==> config.mk <==
export PLATFORM = sky130hd
export DESIGN_NAME = prog_entry_and_addr_port
export DESIGN_NICKNAME = d
export VERILOG_FILES = /design/src/hdl/prog_entry_pkg.sv /design/src/hdl/prog_entry_and_addr_port.sv
export SDC_FILE = /design/constraint.sdc
export NUM_CORES = 1
export LEC_CHECK = 0
export BUFFER_PORTS_ARGS = -buffer_cell sky130_fd_sc_hd__buf_2
export CORE_ASPECT_RATIO = 1.4
export CORE_MARGIN = 10
export CORE_UTILIZATION = 30
export CTS_CLUSTER_DIAMETER = 200
export DETAILED_ROUTE_END_ITERATION = 6
export HOLD_SLACK_MARGIN = 0.06
export PLACE_DENSITY = 0.49
export RECOVER_POWER = 50
export SLEW_MARGIN = 20
export SYNTH_ARGS = -nofsm -noshare
export SYNTH_HDL_FRONTEND = slang
export SYNTH_SLANG_ARGS = --single-unit
==> constraint.sdc <==
create_clock -name core_clk_in -period 1.6 [get_ports core_clk_in]
set_input_delay 0.08 -clock core_clk_in [delete_from_list [all_inputs] [get_ports core_clk_in]]
set_output_delay 0.08 -clock core_clk_in [all_outputs]
set_load 0.005 [all_outputs]
==> src/hdl/prog_entry_pkg.sv <==
// Constants and carrier types for the programming entry and address port
// -------------------------------------------------------------------------
// Operation
// RULE1: Eight-bit bidirectional address port, every pin with a pull-up.
// RULE2: Pin with latch at one is only pulled up, readable as input.
// RULE3: In programming mode the port takes the ten-bit EPROM address.
// RULE4: Reset pin high for two machine cycles resets the device.
// RULE5: After reset a ten-bit key, LSB first, enters programming state.
// RULE6: Key bits are sampled on the crystal clock, sent in step with it.
// RULE7: Second port bit five doubles as external interrupt zero input.
// RULE8: Second port bit six doubles as external interrupt one input.
// RULE9: Second port bit seven doubles as timer zero count input.
// RULE10: Select low latches the port byte as the low address byte.
// RULE11: Verify drives EPROM byte onto second port; program reads it.
// RULE12: Select high takes upper address from two low port pins.
// -------------------------------------------------------------------------
package prog_entry_pkg;
   localparam int port_width = 8;
   localparam int addr_width = 10;
   localparam int key_width = 10;
   localparam int clocks_per_machine_cycle = 12;
   localparam int reset_machine_cycles = 2;
   localparam int reset_hold_clocks =
      clocks_per_machine_cycle * reset_machine_cycles;
   localparam int high_addr_bits = addr_width - port_width;
   localparam logic [9:0] key_reset_value = 10'h000;
   localparam logic [7:0] latch_reset_value = 8'hff;
   localparam logic [9:0] addr_reset_value = 10'h000;
   localparam logic [4:0] hold_count_reset = 5'h00;
   localparam logic [3:0] bit_count_reset = 4'h0;
   localparam int irq0_bit = 5;
   localparam int irq1_bit = 6;
   localparam int timer0_bit = 7;

   typedef enum logic [1:0] {st_run, st_in_reset, st_shift, st_program}
      entry_state_t;

   typedef struct packed {
      logic ext_irq_zero;
      logic ext_irq_one;
      logic timer_zero_count_input;
   } alt_inputs_t;
endpackage

==> src/hdl/prog_entry_and_addr_port.sv <==
// Programming entry sequencer and multiplexed EPROM address port
`timescale 1ns/1ps
module prog_entry_and_addr_port
   import prog_entry_pkg::*;
#(
   parameter logic [9:0] entry_key = 10'h2a5 // Arbitrary default key
) (
   input wire logic core_clk_in, // Crystal input clock, 10 MHz
   input wire logic rstn_in, // Asynchronous reset, active low
   input wire logic reset_pin_in, // External reset and key pin
   input wire logic address_byte_select_in, // Address byte select
   input wire logic verify_mode_in, // High: verify, low: program
   input wire logic [7:0] address_io_port_pins_in, // Address port level
   input wire logic [7:0] core_port_latch_in, // Port latch from core
   input wire logic [7:0] second_port_pins_in, // Second port level
   input wire logic [7:0] eprom_read_data_in, // Addressed EPROM byte
   output logic [7:0] address_io_port_pins_out, // Pin drive, low only
   output logic [7:0] address_io_port_pins_oe_out, // Pin drive enable
   output logic [7:0] second_port_pins_out, // Second port drive
   output logic [7:0] second_port_pins_oe_out, // Second port enable
   output logic [9:0] eprom_address_out, // Latched EPROM address
   output logic [7:0] eprom_write_data_out, // Byte to program
   output logic program_state_out, // Programming state reached
   output logic core_reset_out, // Device reset
   output logic [7:0] port_read_out, // Port levels to the core
   output alt_inputs_t alt_inputs_out // Alternate pin functions
);

   // ----------------------------------------------------------------
   // Pin synchronisers
   // ----------------------------------------------------------------
   logic [1:0] rst_sync, next_rst_sync;
   logic [1:0] sel_sync, next_sel_sync;
   logic [7:0] a_sync1, a_sync2, next_a_sync1, next_a_sync2;
   logic [7:0] s_sync1, s_sync2, next_s_sync1, next_s_sync2;

   // Second stage alone feeds logic; first stage is only for settling
   always_comb begin
      next_rst_sync = {rst_sync[0], reset_pin_in};
      next_sel_sync = {sel_sync[0], address_byte_select_in};
      next_a_sync1 = address_io_port_pins_in;
      next_a_sync2 = a_sync1;
      next_s_sync1 = second_port_pins_in;
      next_s_sync2 = s_sync1;
   end

   // Reset, select and both port pins settle through two stages before any logic sees them
   always_ff @(posedge core_clk_in or negedge rstn_in) begin
      if (!rstn_in) begin
         rst_sync <= 2'h0;
         sel_sync <= 2'h0;
         a_sync1 <= latch_reset_value;
         a_sync2 <= latch_reset_value;
         s_sync1 <= latch_reset_value;
         s_sync2 <= latch_reset_value;
      end else begin
         rst_sync <= next_rst_sync;
         sel_sync <= next_sel_sync;
         a_sync1 <= next_a_sync1;
         a_sync2 <= next_a_sync2;
         s_sync1 <= next_s_sync1;
         s_sync2 <= next_s_sync2;
      end
   end

   // Settled pin levels seen by the entry and address logic
   logic rst_level;
   logic sel_level;
   assign rst_level = rst_sync[1];
   assign sel_level = sel_sync[1];

   // ----------------------------------------------------------------
   // Reset detection and serial key entry
   // ----------------------------------------------------------------
   entry_state_t state, next_state;
   logic [4:0] hold_count, next_hold_count;
   logic [3:0] bit_count, next_bit_count;
   logic [9:0] key_shift, next_key_shift;
   logic core_reset, next_core_reset;

   // Key bits come in LSB first, so each one enters at the top
   always_comb begin
      next_state = state;
      next_hold_count = hold_count;
      next_bit_count = bit_count;
      next_key_shift = key_shift;
      next_core_reset = core_reset;
      if (!rst_level) begin
         next_hold_count = hold_count_reset;
      end else if (hold_count != 5'(reset_hold_clocks)) begin
         next_hold_count = hold_count + 5'h01;
      end
      unique case (state)
         st_run, st_program: begin
            // High held long enough restarts entry from run or program state
            if (rst_level && hold_count == 5'(reset_hold_clocks - 1)) begin
               next_state = st_in_reset; // RULE4
               next_core_reset = 1'b1; // RULE4
            end
         end
         st_in_reset: begin
            // First low after the hold starts the key; one bit a clock
            if (!rst_level) begin
               next_state = st_shift;
               next_core_reset = 1'b0;
               next_bit_count = bit_count_reset;
               next_key_shift = key_reset_value;
            end
         end
         st_shift: begin
            next_key_shift = {rst_level, key_shift[9:1]}; // RULE5 RULE6
            next_bit_count = bit_count + 4'h1; // RULE6
            if (bit_count == 4'(key_width - 1)) begin
               if ({rst_level, key_shift[9:1]} == entry_key) begin
                  next_state = st_program; // RULE5
               end else begin
                  next_state = st_run;
               end
            end
         end
      endcase
   end

   // Entry state registers; a hard reset leaves the core running
   always_ff @(posedge core_clk_in or negedge rstn_in) begin
      if (!rstn_in) begin
         state <= st_run;
         hold_count <= hold_count_reset;
         bit_count <= bit_count_reset;
         key_shift <= key_reset_value;
         core_reset <= 1'b0;
      end else begin
         state <= next_state;
         hold_count <= next_hold_count;
         bit_count <= next_bit_count;
         key_shift <= next_key_shift;
         core_reset <= next_core_reset;
      end
   end

   // ----------------------------------------------------------------
   // Address latch and data path
   // ----------------------------------------------------------------
   logic [9:0] eprom_addr, next_eprom_addr;
   logic [7:0] wr_data, next_wr_data;
   // Program state gates the address latch and the pin drivers
   logic prog_active;
   assign prog_active = (state == st_program);

   // Address follows the port while in programming state
   always_comb begin
      next_eprom_addr = eprom_addr;
      next_wr_data = wr_data;
      if (prog_active) begin
         if (!sel_level) begin
            next_eprom_addr[7:0] = a_sync2; // RULE3 RULE10
         end else begin
            next_eprom_addr[9:8] = a_sync2[high_addr_bits-1:0]; // RULE12
         end
         if (!verify_mode_in) begin
            next_wr_data = s_sync2; // RULE11
         end
      end
   end

   // Address and write byte registers
   always_ff @(posedge core_clk_in or negedge rstn_in) begin
      if (!rstn_in) begin
         eprom_addr <= addr_reset_value;
         wr_data <= latch_reset_value;
      end else begin
         eprom_addr <= next_eprom_addr;
         wr_data <= next_wr_data;
      end
   end

   // ----------------------------------------------------------------
   // Pin drivers and registered outputs
   // ----------------------------------------------------------------
   logic [7:0] next_a_oe, next_s_out, next_s_oe;
   alt_inputs_t next_alt;

   // Pull-ups give the high; only a zero latch drives, so ones read back
   always_comb begin
      next_a_oe = prog_active ? 8'h00 : ~core_port_latch_in; // RULE1 RULE2
      next_s_out = 8'h00;
      next_s_oe = 8'h00;
      if (prog_active && verify_mode_in) begin
         next_s_out = eprom_read_data_in; // RULE11
         next_s_oe = 8'hff; // RULE11
      end
      next_alt.ext_irq_zero = s_sync2[irq0_bit]; // RULE7
      next_alt.ext_irq_one = s_sync2[irq1_bit]; // RULE8
      next_alt.timer_zero_count_input = s_sync2[timer0_bit]; // RULE9
   end

   // Every output leaves from a flop so the pins never glitch
   always_ff @(posedge core_clk_in or negedge rstn_in) begin
      if (!rstn_in) begin
         address_io_port_pins_out <= 8'h00;
         address_io_port_pins_oe_out <= 8'h00;
         second_port_pins_out <= 8'h00;
         second_port_pins_oe_out <= 8'h00;
         eprom_address_out <= addr_reset_value;
         eprom_write_data_out <= latch_reset_value;
         program_state_out <= 1'b0;
         core_reset_out <= 1'b0;
         port_read_out <= latch_reset_value;
         alt_inputs_out <= '1;
      end else begin
         address_io_port_pins_out <= 8'h00;
         address_io_port_pins_oe_out <= next_a_oe;
         second_port_pins_out <= next_s_out;
         second_port_pins_oe_out <= next_s_oe;
         eprom_address_out <= eprom_addr;
         eprom_write_data_out <= wr_data;
         program_state_out <= prog_active;
         core_reset_out <= core_reset;
         port_read_out <= a_sync2; // RULE2
         alt_inputs_out <= next_alt;
      end
   end

endmodule

# Word-level counts from Yosys, hierarchy flattened

Index checks and enable logic that the tools add are counted.

Multipliers: 0
Equal/unequal tests: 11
Add/subtract/negate cells: 2
Bitwise gates (word level): 3
Shift operators: 0
Magnitude comparators: 0
Muxes and demuxes: 17
Reduce and logical (&&, ||, !) cells: 12
Divide/modulo/power cells: 0

Operators with widths:

| cell                                                | count |
|---|---|
| 2-to-1 mux 8 bit                                    | 3 |
| case mux 10 bit (2 select lines)                    | 1 |
| equality test 10 bit, second input constant         | 1 |
| 2-to-1 mux 10 bit                                   | 1 |
| 2-to-1 mux 5 bit                                    | 2 |
| 2-to-1 mux 2 bit                                    | 4 |
| inverter 8 bit                                      | 1 |
| case mux 4 bit (2 select lines)                     | 1 |
| AND reduction 2 bit                                 | 4 |
| inequality test 2 bit, second input constant        | 3 |
| case mux 2 bit (3 select lines)                     | 1 |
| AND reduction 3 bit                                 | 2 |
| adder 5 x 1 -> 5 bit, second input constant         | 1 |
| equality test 5 bit, second input constant          | 1 |
| inequality test 5 bit, second input constant        | 1 |
| adder 4 x 1 -> 4 bit, second input constant         | 1 |
| equality test 2 bit, second input constant          | 2 |
| equality test 4 bit, second input constant          | 1 |
| 2-to-1 mux 4 bit                                    | 1 |
| nonzero test 2 bit                                  | 2 |
| equality test 2 x 1 -> 1 bit, second input constant | 1 |
| logical AND 1 bit                                   | 2 |
| logical NOT 2 bit                                   | 1 |
| 2-to-1 mux 1 bit                                    | 2 |
| 4 further kinds                                     | 5 |

Memories kept: 0
Memory bits (read-only): 0
Register bits: 131
Bits in writable memories: 0
Input bits: 37
Latch bits: 0
Word-level logic and storage cells: 70
Output and inout port bits: 63

# Logic depth before layout (Yosys ltp)

Depth after elaboration: 4
Mapped depth: 8
Mapped depth without buffers: 6

# Worst setup path after synthesis

OpenSTA, ideal clock, no wires.

Path kind: reg-to-reg
From: register state[0]
To: register eprom_addr[0]
Data required time: 1,475 ps
Library setup time: 125 ps
Data arrival time: 1,382 ps
Slack: 94 ps
Buffers on the path: 2
Period minus slack after synthesis: 1,506 ps
Cell stages (with the launch flop): 6
Cells stage by stage: dfrtp_1 > ha_1 > clkbuf_1 > nor2b_1 > buf_2 > mux2_2

Cells in the longest elaborated chain, start to end: 2

RTL lines:

| element                       | line                            | text |
|---|---|---|
| start: declaration            | prog_entry_and_addr_port.sv:75  | `entry_state_t state, next_state;` |
| start signal: assignment      | prog_entry_and_addr_port.sv:127 | `state <= st_run;` |
| start signal: assignment      | prog_entry_and_addr_port.sv:133 | `state <= next_state;` |
| equality test 2 bit           | prog_entry_and_addr_port.sv:148 | `assign prog_active = (state == st_program);` |
| via prog_active               | prog_entry_and_addr_port.sv:147 | `logic prog_active;` |
| AND reduction 2 bit (no line) | --                              |  |
| end signal: assignment        | prog_entry_and_addr_port.sv:169 | `eprom_addr <= addr_reset_value;` |
| end signal: assignment        | prog_entry_and_addr_port.sv:172 | `eprom_addr <= next_eprom_addr;` |
| end: declaration              | prog_entry_and_addr_port.sv:144 | `logic [9:0] eprom_addr, next_eprom_addr;` |

The timed path passes the listed nets, and every way through them passes these cells.
A chain may end at the register's enable or synchronous reset.

# Worst setup path after layout

From: register key_shift[5]
To: register state[1]

Cells in the longest elaborated chain, start to end: 4

RTL lines:

| element                         | line                            | text |
|---|---|---|
| start: declaration              | prog_entry_and_addr_port.sv:78  | `logic [9:0] key_shift, next_key_shift;` |
| start signal: assignment        | prog_entry_and_addr_port.sv:130 | `key_shift <= key_reset_value;` |
| start signal: assignment        | prog_entry_and_addr_port.sv:136 | `key_shift <= next_key_shift;` |
| equality test 10 bit            | prog_entry_and_addr_port.sv:114 | `if ({rst_level, key_shift[9:1]} == entry_key) begin` |
| 2-to-1 mux 2 bit                | prog_entry_and_addr_port.sv:114 |  |
| 2-to-1 mux 2 bit                | prog_entry_and_addr_port.sv:113 | `if (bit_count == 4'(key_width - 1)) begin` |
| case mux 2 bit (3 select lines) | prog_entry_and_addr_port.sv:93  | `unique case (state)` |

No other way between the ends. The select of a mux whose other input is x is not followed.

==> flow_summary.json <==
{
  "critPathCaptureType": "register",
  "drive_above_1_share": 0.483,
  "tritoncts": "built",
  "maxCapViolations": 0,
  "powerDensity_nw_per_um2": 1260,
  "synth_seq_area_share": 0.760,
  "dpl_cell_area_um2": 4830,
  "final_cells": 600,
  "start_util": 0.308,
  "clockBufferDepth": 2,
  "place.gp.congestion": 0.742,
  "dr.pass1.iters": 4,
  "hold_path_class": "input port to async pin",
  "max_freq_mhz": 665,
  "nets": 449,
  "timing.rr.start": "key_shift[5]$_DFFE_PN0P_",
  "insertion_delay_ps": 410,
  "critPathLaunchType": "register",
  "numPortBuffers": 91,
  "fin_hold_ws_ps": 253,
  "leakage_nw": 2.82,
  "worst_slew_pin_slew_ps": 676,
  "ant_nets": 0,
  "synthCells": 262,
  "async_flop_share": 1.00,
  "fp.dieW_um": 119,
  "place_ws_ps": -85.8,
  "post_cts_buffers": 0,
  "first_global_vias": 2733,
  "synth_seq_cells": 123,
  "worstPathMaxFanout": 3,
  "layout_min_cycle_time_ps": 1500,
  "clock_sinks": 123,
  "finish.instance_area_um2": 5740,
  "syn_avg_cell_area_um2": 15.8,
  "final_hold_viol_count": 0,
  "setup_slack_ps": 97.2,
  "ys.flop_type": "dfrtp_1",
  "cp.required_ps": 1920,
  "vias_per_cell": 4.08,
  "relSlewSlack": 0.549,
  "cp-startpoint": "key_shift[5]$_DFFE_PN0P_",
  "cts_root_buf": "clkbuf_16",
  "synthTopCellsByArea": "dfrtp_1, dfstp_2, mux2_2, buf_4, ha_1",
  "critical_path_class": "register to register",
  "num_rows": 50,
  "fin_worst_skew_ps": 9.81,
  "dieArea_um2": 19000,
  "wl_per_cell_um": 13.8,
  "grt_pass1_wl_mm": 13.7,
  "path_cells": "or4b_4 > o31ai_1 > o2bb2ai_1",
  "netlist_area_um2": 4150,
  "grt_start_max_net_pins": 41,
  "via_count": 2445,
  "vdd_drop_max_mv": 0.559,
  "cp_slowest_stage_delay_ps": 560,
  "drt_wl_total_mm": 8.26,
  "area_growth_pct": 38.2,
  "antenna_found_initial": 0,
  "dp.cells": 532,
  "drc": 0,
  "yosysTopAreaCell": "dfrtp_1",
  "synth_enable_flop_cells": 0,
  "grt.total_usage": 0.0899,
  "ys_types": 36,
  "ys_top_cells_by_count": "dfrtp_1, dfstp_2, buf_4",
  "grt-ovfl-total": 0,
  "setup_violations": 0,
  "arrival_ps": 1820,
  "power_mw": 7.20,
  "core_um2": 13500,
  "rsz0062_at_grt": "false",
  "ios": 100,
  "outcome": "complete, no violations",
  "die_h_um": 159,
  "diodes": 0,
  "place_hpwl_mm": 5.72,
  "maxSlewViolCount": 0,
  "drt_iter0_markers": 71,
  "yosysWarningCount": 0,
  "htreeDepth": 4,
  "slowest_stage": "or4b_4",
  "finalCritPeriodShare": 0.939,
  "path_clk_slew_ps": 60,
  "largestRegisters": "eprom_addr: 10 flops, eprom_address_out: 10 flops, key_shift: 9 flops",
  "netlist.area_leader.share": 0.386,
  "synth.most_common_cell": "dfrtp_1",
  "numCtsBuffers": 17
}
## routing by layer
layer | GRT usage | vias to the layer above | wire length, um
met2 | 0.150 | 76 | 4300
met4 | 0.0506 | 0 | 161
met1 | 0.0922 | 1215 | 3280
li1 | - | 1142 | -
met3 | 0.0383 | 12 | 510
met5 | 0 | - | 0
## worst max-delay path, delay by kind of cell, from the launching register on
family,cells,cell delay [ps]
simple gates,1,560
compound gates,2,470
flops,1,390
## power breakdown
group | switching [mW] | internal, mW
registers | 0.0359 | 3.24
clock network | 1.43 | 2.21
logic | 0.150 | 0.144
## path summary, 6_finish.rpt
kind / cells after the start / endpoint / slack, ps
max in group asynchronous: 3 / a_sync1[5]$_DFF_PN1_ / 280
worst max-delay path: 3 / state[1]$_DFFE_PN0P_ / 100
worst min register to register: 0 / sel_sync[1]$_DFF_PN0_ / 350
worst min-delay path: 2 / address_io_port_pins_oe_out[1]$_DFF_PN0_ / 250
min in group core_clk_in: 2 / rst_sync[0]$_DFF_PN0_ / 310
worst max register to register: 3 / state[1]$_DFFE_PN0P_ / 100
## through the flow
stage	setup TNS, ps	utilization
4_1_cts	0	0.429
2_1_floorplan	0	-
3_3_place_gp	-311	0.359
5_1_grt	0	0.426
3_5_place_dp	-760	0.359
6_report	0	0.426
## cells in the final DEF (no fill, tap or decap), drive strengths merged, types with 3 or more instances in the layout
master	instances
ha	7
clkinvlp	5
a22o	8
o21ai	11
nor2	14
nor2b	3
nand3	3
dlygate4sd3	36
dfstp	59
xnor2	3
nor3	3
mux2	18
and2	4
and3	10
inv	13
clkbuf	26
buf	96
conb	8
a21oi	3
nand2	8
dfrtp	64
## what timing repair did
item | CTS | global route
hold endpoints to repair | 105 | 0
hold buffers | 36 | 0
setup endpoints to repair | 11 | 2
resized for setup | 2 | 1
## cells by family (layout without fill, tap and decap cells)
logic type / count (synthesis) / in the layout / synth area share
buffers and inverters: 30 / 179 / 0.0431
DFF: 123 / 123 / 0.760
adders and majority gates: 7 / 7 / 0.0211
other: 1 / 8 / 0.000904
and+or+nand+nor: 52 / 52 / 0.0721
muxes: 20 / 20 / 0.0537
xor gates and xnor gates: 4 / 4 / 0.00845
AOI/OAI and AO/OA: 25 / 25 / 0.0410
## area by class of cell
cell class	count	area, um2
Fill cell	1232	7710
Sequential cell	123	3150
Timing Repair Buffer	140	903
Multi-Input combinational cell	116	851
Clock buffer	18	439
Tap cell	182	228
Clock inverter	14	136
Inverter	7	26.3
Note: power is estimated with default switching activity, not from simulation.
